`src/inc/sacp_pkg.sv`:
```
// Shared constants and types for the serial converter control block
package sacp_pkg;

    // ****************************************
    // Resolution options
    // ****************************************
    localparam int RES_WIDE = 14;
    localparam int RES_NARROW = 12;

    // ****************************************
    // Serial frame timing, in sck rising edges
    // ****************************************
    localparam int CNT_W = 5;
    localparam logic [4:0] FRAME_EDGES = 5'h10;
    localparam logic [4:0] FIRST_BIT_EDGE = 5'h03;
    localparam logic [4:0] CNT_SAT = 5'h11;
    localparam logic [4:0] CNT_RESET = 5'h11;

    // ****************************************
    // Power-down strobe counts
    // ****************************************
    localparam int STB_W = 3;
    localparam logic [2:0] STB_ONE = 3'h1;
    localparam logic [2:0] NAP_STROBES = 3'h2;
    localparam logic [2:0] SLEEP_STROBES = 3'h4;
    localparam logic [2:0] STB_RESET = 3'h0;

    // ****************************************
    // Power states
    // ****************************************
    typedef enum logic [1:0] {
        SACP_ACTIVE,
        SACP_NAP,
        SACP_SLEEP
    } sacp_pwr_t;

endpackage

```
`src/core/sacp_core.sv`:
```
// Digital control of a serial sampling converter with nap and sleep
// Functional notes
// - Clamp above full scale to ones, below zero
// - Natural binary code, span two to resolution
// - Reset leaves block active, ready to convert
// - Two strobes without clock edge enter nap
// - Reference stays powered during nap
// - Clock edge wakes nap without restarting edge count; next strobe accepted once count reaches 16
// - Four strobes without clock edge enter sleep
// - Clock edge brings sleep back to active
// - Strobe starts; others ignored for 16 edges
// - Result fully shifted within first 16 periods
// - Only strobe rising edge matters
// - Sample captured at strobe rising edge
// - Three wires: clock, strobe, data out
// - Data from third edge, MSB first
// - Data output released when not sending
`timescale 1ns/10ps

module sacp_core #(
    parameter int RES_BITS = sacp_pkg::RES_WIDE
) (
    input wire logic clk,
    input wire logic rst,
    input wire logic sck,
    input wire logic convert_strobe,
    input wire logic signed [RES_BITS+1:0] sample_in,
    output logic sdo_o,
    output logic sdo_oe_n,
    output logic nap_o,
    output logic sleep_o,
    output logic ref_on_o,
    output logic adc_on_o,
    output logic convert_strobe_busy_o
);

    localparam logic [4:0] LAST_BIT_EDGE =
        5'(int'(sacp_pkg::FIRST_BIT_EDGE) + RES_BITS - 1);
    localparam logic [RES_BITS-1:0] CODE_MAX = '1;

    // ****************************************
    // Decoding helpers
    // ****************************************
    function automatic logic in_window(input logic [4:0] c);
        in_window = (c >= sacp_pkg::FIRST_BIT_EDGE) &&
                    (c <= LAST_BIT_EDGE);
    endfunction

    function automatic logic [RES_BITS-1:0] clamp_code(
        input logic signed [RES_BITS+1:0] s
    );
        logic signed [RES_BITS+1:0] top;
        top = $signed({2'b00, CODE_MAX});
        if (s < 0) begin
            clamp_code = '0;
        end else if (s > top) begin
            clamp_code = CODE_MAX;
        end else begin
            clamp_code = s[RES_BITS-1:0];
        end
    endfunction

    // ****************************************
    // Edge detection on the serial inputs
    // ****************************************
    logic sck_q;
    logic convert_strobe_q;
    logic sck_rise;
    logic convert_strobe_rise;

    assign sck_rise = sck && !sck_q;
    assign convert_strobe_rise = convert_strobe && !convert_strobe_q;

    always_ff @(posedge clk) begin
        if (rst) begin
            sck_q <= 1'b0;
            convert_strobe_q <= 1'b0;
        end else begin
            sck_q <= sck;
            convert_strobe_q <= convert_strobe;
        end
    end

    // ****************************************
    // Frame edge counter
    // ****************************************
    logic [4:0] cnt_q;
    logic [4:0] cnt_d;
    logic [4:0] cnt_inc;
    logic busy;
    logic start;
    sacp_pkg::sacp_pwr_t pwr_q;
    sacp_pkg::sacp_pwr_t pwr_d;

    assign busy = cnt_q < sacp_pkg::FRAME_EDGES;
    assign start = convert_strobe_rise && !busy &&
                   (pwr_q == sacp_pkg::SACP_ACTIVE);
    assign cnt_inc = (cnt_q < sacp_pkg::CNT_SAT) ?
                     cnt_q + 5'h01 : cnt_q;
    assign cnt_d = start ? 5'h00 :
                   sck_rise ? cnt_inc : cnt_q;

    always_ff @(posedge clk) begin
        if (rst) begin
            cnt_q <= sacp_pkg::CNT_RESET;
        end else begin
            cnt_q <= cnt_d;
        end
    end

    // ****************************************
    // Sample hold and result shifting
    // ****************************************
    logic [RES_BITS-1:0] code_w;
    logic shift;
    logic oe_n_q;
    logic oe_n_d;

    assign code_w = clamp_code(sample_in);
    assign shift = sck_rise && !start && in_window(cnt_d);
    assign oe_n_d = !in_window(cnt_d);

    sacp_shreg #(
        .W(RES_BITS)
    ) u_shreg (
        .clk(clk),
        .rst(rst),
        .load(start),
        .load_word(code_w),
        .shift(shift),
        .bit_o(sdo_o)
    );

    always_ff @(posedge clk) begin
        if (rst) begin
            oe_n_q <= 1'b1;
        end else begin
            oe_n_q <= oe_n_d;
        end
    end

    assign sdo_oe_n = oe_n_q;

    // ****************************************
    // Power-down strobe counter
    // ****************************************
    logic [2:0] stb_q;
    logic [2:0] stb_d;
    logic [2:0] stb_inc;

    assign stb_inc = (stb_q < sacp_pkg::SLEEP_STROBES) ?
                     stb_q + 3'h1 : stb_q;
    assign stb_d = sck_rise ?
                   (convert_strobe_rise ? sacp_pkg::STB_ONE : 3'h0) :
                   convert_strobe_rise ? stb_inc : stb_q;

    always_ff @(posedge clk) begin
        if (rst) begin
            stb_q <= sacp_pkg::STB_RESET;
        end else begin
            stb_q <= stb_d;
        end
    end

    // ****************************************
    // Power state machine
    // ****************************************
    always_comb begin
        pwr_d = pwr_q;
        unique case (pwr_q)
            sacp_pkg::SACP_ACTIVE: begin
                if (stb_d == sacp_pkg::SLEEP_STROBES) begin
                    pwr_d = sacp_pkg::SACP_SLEEP;
                end else if (stb_d == sacp_pkg::NAP_STROBES) begin
                    pwr_d = sacp_pkg::SACP_NAP;
                end
            end
            sacp_pkg::SACP_NAP: begin
                if (sck_rise) begin
                    pwr_d = sacp_pkg::SACP_ACTIVE;
                end else if (stb_d == sacp_pkg::SLEEP_STROBES) begin
                    pwr_d = sacp_pkg::SACP_SLEEP;
                end
            end
            sacp_pkg::SACP_SLEEP: begin
                if (sck_rise) begin
                    pwr_d = sacp_pkg::SACP_ACTIVE;
                end
            end
            default: begin
                pwr_d = sacp_pkg::SACP_ACTIVE;
            end
        endcase
    end

    always_ff @(posedge clk) begin
        if (rst) begin
            pwr_q <= sacp_pkg::SACP_ACTIVE;
        end else begin
            pwr_q <= pwr_d;
        end
    end

    // ****************************************
    // Status outputs
    // ****************************************
    assign nap_o = pwr_q == sacp_pkg::SACP_NAP;
    assign sleep_o = pwr_q == sacp_pkg::SACP_SLEEP;
    assign ref_on_o = pwr_q != sacp_pkg::SACP_SLEEP;
    assign adc_on_o = pwr_q == sacp_pkg::SACP_ACTIVE;
    assign convert_strobe_busy_o = busy;
endmodule

```
`src/core/sacp_shreg.sv`:
```
// Result shift register, most significant bit out first
`timescale 1ns/10ps

module sacp_shreg #(
    parameter int W = 14
) (
    input wire logic clk,
    input wire logic rst,
    input wire logic load,
    input wire logic [W-1:0] load_word,
    input wire logic shift,
    output logic bit_o
);

    logic [W-1:0] word_q;
    logic [W-1:0] word_d;
    logic bit_q;
    logic bit_d;

    // ****************************************
    // Next values
    // ****************************************
    assign word_d = load ? load_word :
                    shift ? {word_q[W-2:0], 1'b0} : word_q;
    assign bit_d = (shift && !load) ? word_q[W-1] : bit_q;
    assign bit_o = bit_q;

    // ****************************************
    // Storage
    // ****************************************
    always_ff @(posedge clk) begin
        if (rst) begin
            word_q <= '0;
            bit_q <= 1'b0;
        end else begin
            word_q <= word_d;
            bit_q <= bit_d;
        end
    end

endmodule

```
`config.mk`:
```
export PLATFORM = sky130hd
export DESIGN_NAME = sacp_core
export DESIGN_NICKNAME = d
export VERILOG_FILES = /design/src/inc/sacp_pkg.sv /design/src/core/sacp_core.sv /design/src/core/sacp_shreg.sv
export SDC_FILE = /design/constraint.sdc
export NUM_CORES = 1
export LEC_CHECK = 0
export BUFFER_PORTS_ARGS = -buffer_cell sky130_fd_sc_hd__buf_2
export CAP_MARGIN = 15
export CORE_MARGIN = 1.5
export CORE_UTILIZATION = 55
export CTS_CLUSTER_DIAMETER = 200
export DETAILED_ROUTE_END_ITERATION = 12
export PLACE_DENSITY = 0.88
export SLEW_MARGIN = 15
export SYNTH_ARGS = -nofsm -noshare
export SYNTH_HDL_FRONTEND = slang
export SYNTH_SLANG_ARGS = --single-unit
```
`constraint.sdc`:
```
create_clock -name clk -period 2.34 [get_ports clk]
set_input_delay 0.117 -clock clk [delete_from_list [all_inputs] [get_ports clk]]
set_output_delay 0.117 -clock clk [all_outputs]
set_load 0.05 [all_outputs]
```
==> flow_metrics.tcl, run 1 <==
set metrics [dict create \
    placementRows 19 \
    hold_ws_ps 36.6 \
    finish.cell_count_without_fillers 244 \
    area_delta_synth_final_pct 13.5 \
    postSynth.asyncResetShare_pct 0 \
    post_layout_minimum_cycle_time_ps 2230 \
    cp-endpoint "u_shreg.word_q[0]" \
    via_count_of_the_first_global_routing_pass 1357 \
    finish.utilization_pct 66.5 \
    fraction_of_final_layout_cells_sized_beyond_drive_strength_1_pct 26.8 \
    synth_enable_flop_cells 0 \
    endpoint_kind "register" \
    routed_wl_mm 3.53 \
    postSynthCellCount 187 \
    finalMaxSlewViolations 0 \
    critPathLaunch "cnt_q[1]" \
    synth_ff_type "dfxtp_1" \
    clkLatencyLatePin_ps 320 \
    grt_antenna_before_repair 0 \
    cell_area_power_density_mw_per_mm2 585 \
    startpoint_type_of_the_worst_setup_path "register" \
    final.fill_count 235 \
    finalSetupViolations 0 \
    worstSetupPathType "register to register" \
    path_max_fanout 14 \
    type_of_the_tightest_min_delay_check "input pin to register" \
    estimated_wirelength_of_the_detail_placed_design_mm 2.45 \
    detailedRoute.firstIterationViolations 109 \
    tritoncts "built" \
    crit_path_top_delay_cell "or4_4" \
    mostFrequentLayoutCells "26 x dfxtp_1, 26 x buf_2, 21 x nor2_1, 15 x nand2_1, 14 x nor4_1" \
    gpl.final_weighted_congestion 0.780 \
    violations "DRC" \
    placement.cell_area_sq_mm 0.00180 \
    stdcell_area_sq_mm 0.00187 \
    cts.clk_slew.worst_paths_ps 140 \
    cts_buffer_depth 2 \
    clkSinkCount 28 \
    io_buffers 26 \
    global_route.usage.total_pct 22.3 \
    yosysWarnings 0 \
    synth_area_per_cell_sq_um 8.79 \
    postCtsHoldBufs 0 \
    top_cells_by_area_in_the_synthesized_netlist "dfxtp_1 34%, a311oi_1 6.4%, nor4_1 5.3%" \
    initial_utilization_pct 58.6 \
    clock.fmax_mhz 448 \
    peakVddDrop_mv 0.320 \
    cts_made_buffers 3 \
    io_pins 27 \
    maxCapViolCount 0 \
    relSlewSlack_pct 65.9 \
    r2r_setup_slack_ps 110 \
    remaining_drc_errors 2 \
    syn_area_sq_mm 0.00164 \
    r2r_cells 6 \
    maximum_number_of_pins_on_one_net_before_global_route_repair 31 \
    cts_max_level 1 \
    regToRegStartpoint "cnt_q[1]" \
    worst_path_largest_cell_delay_ps 580 \
    die_h_microns 57.7 \
    root_buffer "clkbuf_4" \
    min_period_over_period_pct 95.5 \
    hold_viol 0 \
    worst_r2r_endpoint "u_shreg.word_q[0]" \
    drt_pass1_iterations 8 \
    crit_arrival_ps 2500 \
    cp_data_required_time_ps 2610 \
    floorplan.die_area_sq_mm 0.00333 \
    global_route.overflow_total 0 \
    run_status "finished, violations left" \
    dpl.cell_count 238 \
    tightest_slew_ps 511 \
    design.final.nets 236 \
    grt_pass1_wl_mm 5.92 \
    post-synth-top-area-cell "dfxtp_1" \
    floorplan.die.width_microns 57.7 \
    detail_route.wl_per_cell_microns 14.5 \
    yosys_register_bits 28 \
    ys_seq_area_share_pct 34.1 \
    p_leak_nw 0.726 \
    num_vias 1498 \
    yosysUniqueCellTypes 47 \
    vias_per_instance 6.14 \
    syn_nets 209 \
    diodes 0 \
    floorplan.core_area_sq_mm 0.00281 \
    antenna_left 0 \
    synth_largest_type_area_fraction_pct 34.1 \
    crit_path_cell_trace "or4_4 > a221oi_4 > a211oi_1 > o211a_4 > or3_1 > a21oi_1" \
    fin_skew_ps 3.02 \
]
## metrics by stage
step                      TNS (ps)  setup WS, ps  power [W]
after detailed placement         0          93.6   0.000859
after global placement           0           133   0.000850
final                            0           106    0.00109
after CTS                        0          62.6    0.00109
after floorplan                  0           288   0.000792
after global routing         -34.9         -10.6    0.00115
## area by class of cell
| class | instances | area [sq um] | area share (%) |
|---|---|---|---|
| multi-input combinational | 142 | 1010 | 54.2 |
| sequential | 28 | 563 | 30.2 |
| timing repair buffer | 36 | 205 | 11.0 |
| tap | 31 | 38.8 | 2.08 |
| clock buffer | 4 | 36.3 | 1.94 |
| inverter | 3 | 11.3 | 0.603 |
## synth_stat cells, types with 4 or more instances
| cell | instances |
|---|---|
| a21oi_1 | 5 |
| nor3_1 | 5 |
| nand2_1 | 15 |
| a311oi_1 | 12 |
| o211ai_1 | 4 |
| nor2_1 | 21 |
| nor2b_1 | 7 |
| clkbuf_1 | 6 |
| or3_1 | 12 |
| nand2b_1 | 9 |
| nor4_1 | 14 |
| dfxtp_1 | 28 |
## worst min path at each step
stage | cells after the start | endpoint | start | slack, ps
finish | 2 | convert_strobe_q | convert_strobe | 40
global route | 2 | convert_strobe_q | convert_strobe | 40
CTS | 2 | convert_strobe_q | convert_strobe | 30
detailed placement | 2 | convert_strobe_q | convert_strobe | 380
global placement | 2 | convert_strobe_q | convert_strobe | 370
floorplan | 1 | convert_strobe_q | convert_strobe | 250
## kinds of logic (layout without fill, tap and decap cells)
logic type                 after synthesis  in the layout  synth area share (%)
AOI/OAI and AO/OA                       41             41                  21.9
buffers and inverters                   17             43                  5.25
muxes                                    2              2                  1.22
adders and majority gates                2              2                  1.52
and+or+nand+nor                         97             97                  36.0
DFF                                     28             28                  34.1
## what timing repair did
item	CTS	global route
setup endpoints to repair	0	14
setup buffers	0	2
hold endpoints to repair	0	0
gates resized for setup	0	4
## report_power, final
part	total (W)	internal (W)	switching, W
logic	0.000312	0.000140	0.000171
clock network	0.000229	0.0000952	0.000134
registers	0.000551	0.000521	0.0000294
total	0.00109	0.000757	0.000335
## metal layers
metal | global-route usage (%) | wire, microns
met3 | 2.90 | 107
met5 | 0 | 0
met2 | 36.4 | 1730
met1 | 30.0 | 1630
met4 | 8.97 | 57
## registers in the layout (all words and copies together), names as in the netlist
name,count
cnt_q,5
u_shreg.word_q,14
convert_strobe_q,1
sck_q,1
u_shreg.bit_o,1
stb_q,3
pwr_q,2
sdo_oe_n,1
## worst max-delay path: cells and delay by family, from the launching register on
kind | cells | cell delay, ps
simple gates | 2 | 980
compound gates | 4 | 830
flops | 1 | 380
No activity file was read; power rests on OpenSTA's default activity.
==> inputs of run 2 (changes only) <==
--- a/config.mk
+++ b/config.mk
@@ -7,11 +7,13 @@
 export LEC_CHECK = 0
 export BUFFER_PORTS_ARGS = -buffer_cell sky130_fd_sc_hd__buf_2
 export CAP_MARGIN = 15
+export CORE_ASPECT_RATIO = 0.7
 export CORE_MARGIN = 1.5
-export CORE_UTILIZATION = 55
+export CORE_UTILIZATION = 62
+export CTS_BUF_LIST = sky130_fd_sc_hd__clkbuf_8
 export CTS_CLUSTER_DIAMETER = 200
 export DETAILED_ROUTE_END_ITERATION = 12
-export PLACE_DENSITY = 0.88
+export PLACE_DENSITY = 0.95
 export SLEW_MARGIN = 15
 export SYNTH_ARGS = -nofsm -noshare
 export SYNTH_HDL_FRONTEND = slang
==> constraint.sdc (replaced) <==
create_clock -name clk -period 2.58 [get_ports clk]
set_input_delay 0.129 -clock clk [delete_from_list [all_inputs] [get_ports clk]]
set_output_delay 0.129 -clock clk [all_outputs]
set_load 0.05 [all_outputs]
==> run 2 against run 1 <==
Effect of this change: the run now ends clean; highest routed layer unchanged; combinational power fell by 12%; critical path type unchanged; die area fell by 11%; clock power rose by 51%; largest power group unchanged; critical endpoint is now u_shreg.word_q[10]; sequential share of layout area rose by 0.13 points; critical path depth did not move; maximum frequency fell by 6.6%.
==> flow_metrics.tcl, run 2 (same netlist as run 1, synthesis figures left out) <==
set metrics [dict create \
    endpoint_kind "register" \
    detailedRoute.firstIterationViolations 193 \
    antenna_left 0 \
    grt_pass1_wl_mm 6.74 \
    crit_arrival_ps 2580 \
    worstSetupPathType "register to register" \
    path_max_fanout 13 \
    global_route.overflow_total 0 \
    global_route.usage.total_pct 29.7 \
    floorplan.die_area_sq_mm 0.00297 \
    cp_data_required_time_ps 2770 \
    floorplan.die.width_microns 64.6 \
    vias_per_instance 6.62 \
    diodes 0 \
    largest_register_ff_count 14 \
    grt_antenna_before_repair 0 \
    detail_route.wl_per_cell_microns 16.4 \
    largest_register "u_shreg.word_q" \
    multi_input_comb_area_sq_mm 0.00100 \
    post_layout_minimum_cycle_time_ps 2390 \
    cts.clk_slew.worst_paths_ps 90 \
    fraction_of_final_layout_cells_sized_beyond_drive_strength_1_pct 23.7 \
    final.fill_count 173 \
    biggestRegsByFlops "u_shreg.word_q x14, cnt_q x5, stb_q x3" \
    run_status "completed" \
    io_pins 27 \
    area_delta_synth_final_pct 12.6 \
    startpoint_type_of_the_worst_setup_path "register" \
    drt_pass1_iterations 4 \
    fin_skew_ps 3.96 \
    clkLatencyLatePin_ps 280 \
    peakVddDrop_mv 0.371 \
    finish.utilization_pct 74.1 \
    tritoncts "built" \
    maxCapViolCount 0 \
    tightest_slew_ps 522 \
    setup_fix_bufs_post_cts 0 \
    cell_area_power_density_mw_per_mm2 606 \
    postCtsHoldBufs 0 \
    routed_wl_mm 3.94 \
    root_buffer "clkbuf_8" \
    type_of_the_tightest_min_delay_check "input pin to register" \
    finalSetupViolations 0 \
    via_count_of_the_first_global_routing_pass 1488 \
    hold_ws_ps 102 \
    cts_made_buffers 3 \
    gpl.final_weighted_congestion 0.909 \
    clkSinkCount 28 \
    die_h_microns 46.1 \
    io_buffers 26 \
    estimated_wirelength_of_the_detail_placed_design_mm 2.84 \
    p_leak_nw 0.710 \
    num_vias 1595 \
    min_period_over_period_pct 92.7 \
    total_negative_setup_slacks_ps 0 \
    hold_viol 0 \
    relSlewSlack_pct 65.2 \
    setup_repair_after_global_routing_missed_its_margin "false" \
    mostFrequentLayoutCells "28 x dfxtp_1, 26 x buf_2, 21 x nor2_1, 15 x nand2_1, 14 x nor4_1" \
    maximum_number_of_pins_on_one_net_before_global_route_repair 31 \
    ctsResizeCount 0 \
    design.final.nets 230 \
    cts_max_level 1 \
    remaining_drc_errors 0 \
    initial_utilization_pct 65.9 \
    clock.fmax_mhz 418 \
    layout.area.seq_sq_um 561 \
    floorplan.core_area_sq_mm 0.00250 \
    cts_buffer_depth 2 \
    finalMaxSlewViolations 0 \
    placementRows 15 \
    layout.cells.most_common "dfxtp_1" \
]
## run 2: cell types whose count changed in the layout (fill, tap and decap cells not counted)
cell       previous run  this run
buf_4                10         4
clkbuf_4              3         0
clkbuf_8              1         3
dfxtp_1              26        28
dfxtp_2               2         0
bufinv_16             0         1
o211a_2               1         2
o211a_4               2         1
## run 2: per-stage QoR
stage / cells / setup WS, ps / total power (W) / cell area, sq um
5_1_grt: 241 / 28.0 / 0.00117 / 1850
3_5_place_dp: 237 / 262 / 0.000780 / 1770
4_1_cts: 241 / 232 / 0.00112 / 1840
3_3_place_gp: 237 / 397 / 0.000761 / 1770
6_report: 241 / 189 / 0.00112 / 1850
2_1_floorplan: 187 / 528 / 0.000719 / 1640
## run 2: final timing paths
path / start / to / slack [ps] / cells past startpoint
max: cnt_q[4] / u_shreg.word_q[10] / 190 / 6
min: convert_strobe / convert_strobe_q / 100 / 2
max reg2reg: cnt_q[4] / u_shreg.word_q[10] / 190 / 6
min reg2reg: u_shreg.word_q[5] / u_shreg.word_q[6] / 490 / 2
## run 2: layout make-up
type / count / share of cell area (%)
clock buffers: 3 / 2.23
clock inverters: 1 / 1.62
inverters: 3 / 0.609
multi-input cells: 142 / 54.3
flip-flops and latches: 28 / 30.3
well taps: 34 / 2.30
repair buffers: 30 / 8.65
## run 2: critical path, cell delays in order, from the launching register on
cell	delay (ps)
dfxtp_1	430
nand2b_1	220
o31ai_1	440
o211ai_1	300
o211ai_1	410
nand3_4	220
a311oi_1	280
## run 2: metal layers
layer / up-vias / share of wire (%) / track usage, %
li1: 746 / - / -
met1: 745 / 42 / 37.6
met3: 14 / 8.5 / 8.07
met4: 0 / 2.6 / 13.2
met5: - / 0 / 0
met2: 90 / 46 / 48.8
## run 2: where the power goes
group	total, W	switching [W]	internal [W]
Combinational	0.000274	0.000157	0.000117
Clock	0.000345	0.000138	0.000208
Sequential	0.000502	0.0000302	0.000472
==> inputs of run 3 (changes only) <==
--- a/config.mk
+++ b/config.mk
@@ -14,7 +14,10 @@
 export CTS_CLUSTER_DIAMETER = 200
 export DETAILED_ROUTE_END_ITERATION = 12
 export PLACE_DENSITY = 0.95
+export REMOVE_ABC_BUFFERS = 1
 export SLEW_MARGIN = 15
 export SYNTH_ARGS = -nofsm -noshare
 export SYNTH_HDL_FRONTEND = slang
+export SYNTH_HIERARCHICAL = 1
 export SYNTH_SLANG_ARGS = --single-unit
+export TNS_END_PERCENT = 20
==> run 3 against run 2 <==
Effect of this change: core utilization up 3.8 points; clock-buffer cell count did not move; largest cell class unchanged; highest routed layer unchanged; combinational power decreased by 23%.
==> flow_metrics.tcl, run 3 <==
set metrics [dict create \
    run_status "completed" \
    layout.cells.most_common "nor2_1" \
    vias_per_instance 5.92 \
    hold_ws_ps 128 \
    area_delta_synth_final_pct 13.8 \
    clkSinkCount 28 \
    finish.cell_count_without_fillers 231 \
    routed_wl_mm 3.49 \
    clkLatencyLatePin_ps 270 \
    global_route.overflow_total 0 \
    tritoncts "built" \
    floorplan.core_area_sq_mm 0.00226 \
    floorplan.die.width_microns 62.7 \
    estimated_wirelength_of_the_detail_placed_design_mm 2.49 \
    path_max_fanout 7 \
    io_buffers 26 \
    relSlewSlack_pct 67.1 \
    tightest_slew_ps 493 \
    synth_ff_type "dfxtp_1" \
    final.fill_count 155 \
    grt_antenna_before_repair 0 \
    floorplan.die_area_sq_mm 0.00281 \
    postSynth.asyncResetShare_pct 0 \
    post-synth-top-area-cell "dfxtp_1" \
    top_cells_by_area_in_the_synthesized_netlist "dfxtp_1 36%, nor2_1 11%, mux2i_1 11%" \
    fin_skew_ps 1.89 \
    cts_buffer_depth 2 \
    synth_area_per_cell_sq_um 8.90 \
    yosysWarnings 6 \
    setup_repair_after_global_routing_missed_its_margin "true" \
    endpoint_kind "register" \
    finalMaxSlewViolations 0 \
    die_h_microns 44.8 \
    global_route.usage.total_pct 25.3 \
    setup_fix_bufs_post_cts 0 \
    remaining_drc_errors 0 \
    maxCapViolCount 0 \
    postCtsHoldBufs 0 \
    grt_pass1_wl_mm 5.49 \
    diodes 0 \
    synth_largest_type_area_fraction_pct 36.2 \
    syn_area_sq_mm 0.00155 \
    fraction_of_final_layout_cells_sized_beyond_drive_strength_1_pct 29.1 \
    biggestRegsByFlops "u_shreg/word_q x14, cnt_q x5, stb_q x3" \
    layout.area.seq_sq_um 563 \
    detailedRoute.firstIterationViolations 90 \
    peakVddDrop_mv 0.456 \
    stdcell_area_sq_mm 0.00176 \
    post_layout_minimum_cycle_time_ps 2530 \
    p_leak_nw 0.770 \
    cts_max_level 1 \
    largest_register "u_shreg/word_q" \
    hold_path.startpoint "convert_strobe" \
    cts.clk_slew.worst_paths_ps 90 \
    startpoint_type_of_the_worst_setup_path "register" \
    maximum_number_of_pins_on_one_net_before_global_route_repair 29 \
    yosys_register_bits 28 \
    via_count_of_the_first_global_routing_pass 1243 \
    multi_input_comb_area_sq_um 935 \
    detail_route.wl_per_cell_microns 15.1 \
    postSynthCellCount 174 \
    yosys.cell_count.top_type "nor2_1" \
    total_negative_setup_slacks_ps 0 \
    ys_seq_area_share_pct 36.2 \
    ctsResizeCount 0 \
    finalSetupViolations 0 \
    cp_data_required_time_ps 2730 \
    crit_arrival_ps 2680 \
    min_period_over_period_pct 97.9 \
    cts_made_buffers 3 \
    initial_utilization_pct 68.5 \
    design.final.nets 223 \
    hold_viol 0 \
    antenna_left 0 \
    mostFrequentLayoutCells "47 x nor2_1, 26 x dfxtp_1, 26 x buf_2, 17 x mux2i_1" \
    num_vias 1368 \
    largest_register_ff_count 14 \
    yosysUniqueCellTypes 38 \
    synth.cells.most_frequent "47 x nor2_1, 28 x dfxtp_1, 17 x mux2i_1" \
    gpl.final_weighted_congestion 0.971 \
    regToRegStartpoint "cnt_q[0]" \
    type_of_the_tightest_min_delay_check "input pin to register" \
    io_pins 27 \
    worstSetupPathType "register to register" \
    placementRows 14 \
    placement.cell_area_sq_mm 0.00169 \
    cell_area_power_density_mw_per_mm2 523 \
    clock.fmax_mhz 396 \
    dpl.cell_count 227 \
    synth_enable_flop_cells 0 \
    critPathLaunch "cnt_q[0]" \
    drt_pass1_iterations 4 \
    root_buffer "clkbuf_8" \
]
## run 3: changes by cell type after synthesis, moves of 8 or more
cell      before  now
a311oi_1      12    0
or3_1         12    0
nand2_1       15    3
mux2i_1        2   17
nor4_1        14    1
nand2b_1       9    1
nor2_1        21   47
mux2_4         0    8
## run 3: logic make-up (layout without fill, tap and decap cells)
| logic type | Yosys count | in the layout | share of synthesized area (%) |
|---|---|---|---|
| buf+inv | 12 | 37 | 4.77 |
| flops | 28 | 28 | 36.2 |
| mux | 30 | 30 | 22.4 |
| fa+ha+maj | 2 | 2 | 1.62 |
| simple gates | 83 | 83 | 27.1 |
| compound gates | 19 | 19 | 7.92 |
## run 3: worst paths after layout
| kind | slack (ps) | end | depth (start not counted) |
|---|---|---|---|
| worst max-delay path | 50 | u_shreg/word_q[3] | 10 |
| worst min register to register | 520 | pwr_q[0] | 1 |
| worst max register to register | 50 | u_shreg/word_q[3] | 10 |
| worst min-delay path | 130 | convert_strobe_q | 2 |
## run 3: layout make-up
| type | instances | area share, % |
|---|---|---|
| Multi-Input combinational cell | 134 | 53.1 |
| Sequential cell | 28 | 32.0 |
| Tap cell | 32 | 2.27 |
| Inverter | 3 | 0.639 |
| Clock buffer | 3 | 2.34 |
| Timing Repair Buffer | 31 | 9.73 |
## run 3: where the power goes
part	total [W]	internal, W	switching, W
logic	0.000210	0.0000968	0.000113
clock network	0.000236	0.000105	0.000131
registers	0.000477	0.000456	0.0000207
## run 3: worst max-delay path: stages (launching register included)
cell	delay (ps)
dfxtp_2	370
ha_1	230
nor2b_1	140
a32oi_2	260
nand3_2	110
a211oi_1	380
o22ai_2	180
clkbuf_4	230
mux2_4	300
mux2i_1	130
nor2_1	60
## run 3: stage by stage
step / total power (W) / utilization [%] / setup slack, ps
floorplan: 0.000616 / - / -1140
global placement: 0.000669 / 74.6 / 201
detailed placement: 0.000682 / 74.6 / 41.9
CTS: 0.000911 / 76.4 / 32.0
global route: 0.000952 / 78.0 / -40.0
finish: 0.000922 / 78.0 / 53.0
## run 3: metal layers
layer,share of wire [%],vias to the layer above,wire (microns),GRT usage (%)
li1,-,659,-,-
met1,45,662,1580,31.7
met2,50,44,1730,45.2
met3,4.8,3,167,6.73
met4,0.34,0,12,5.33
met5,0,-,0,0
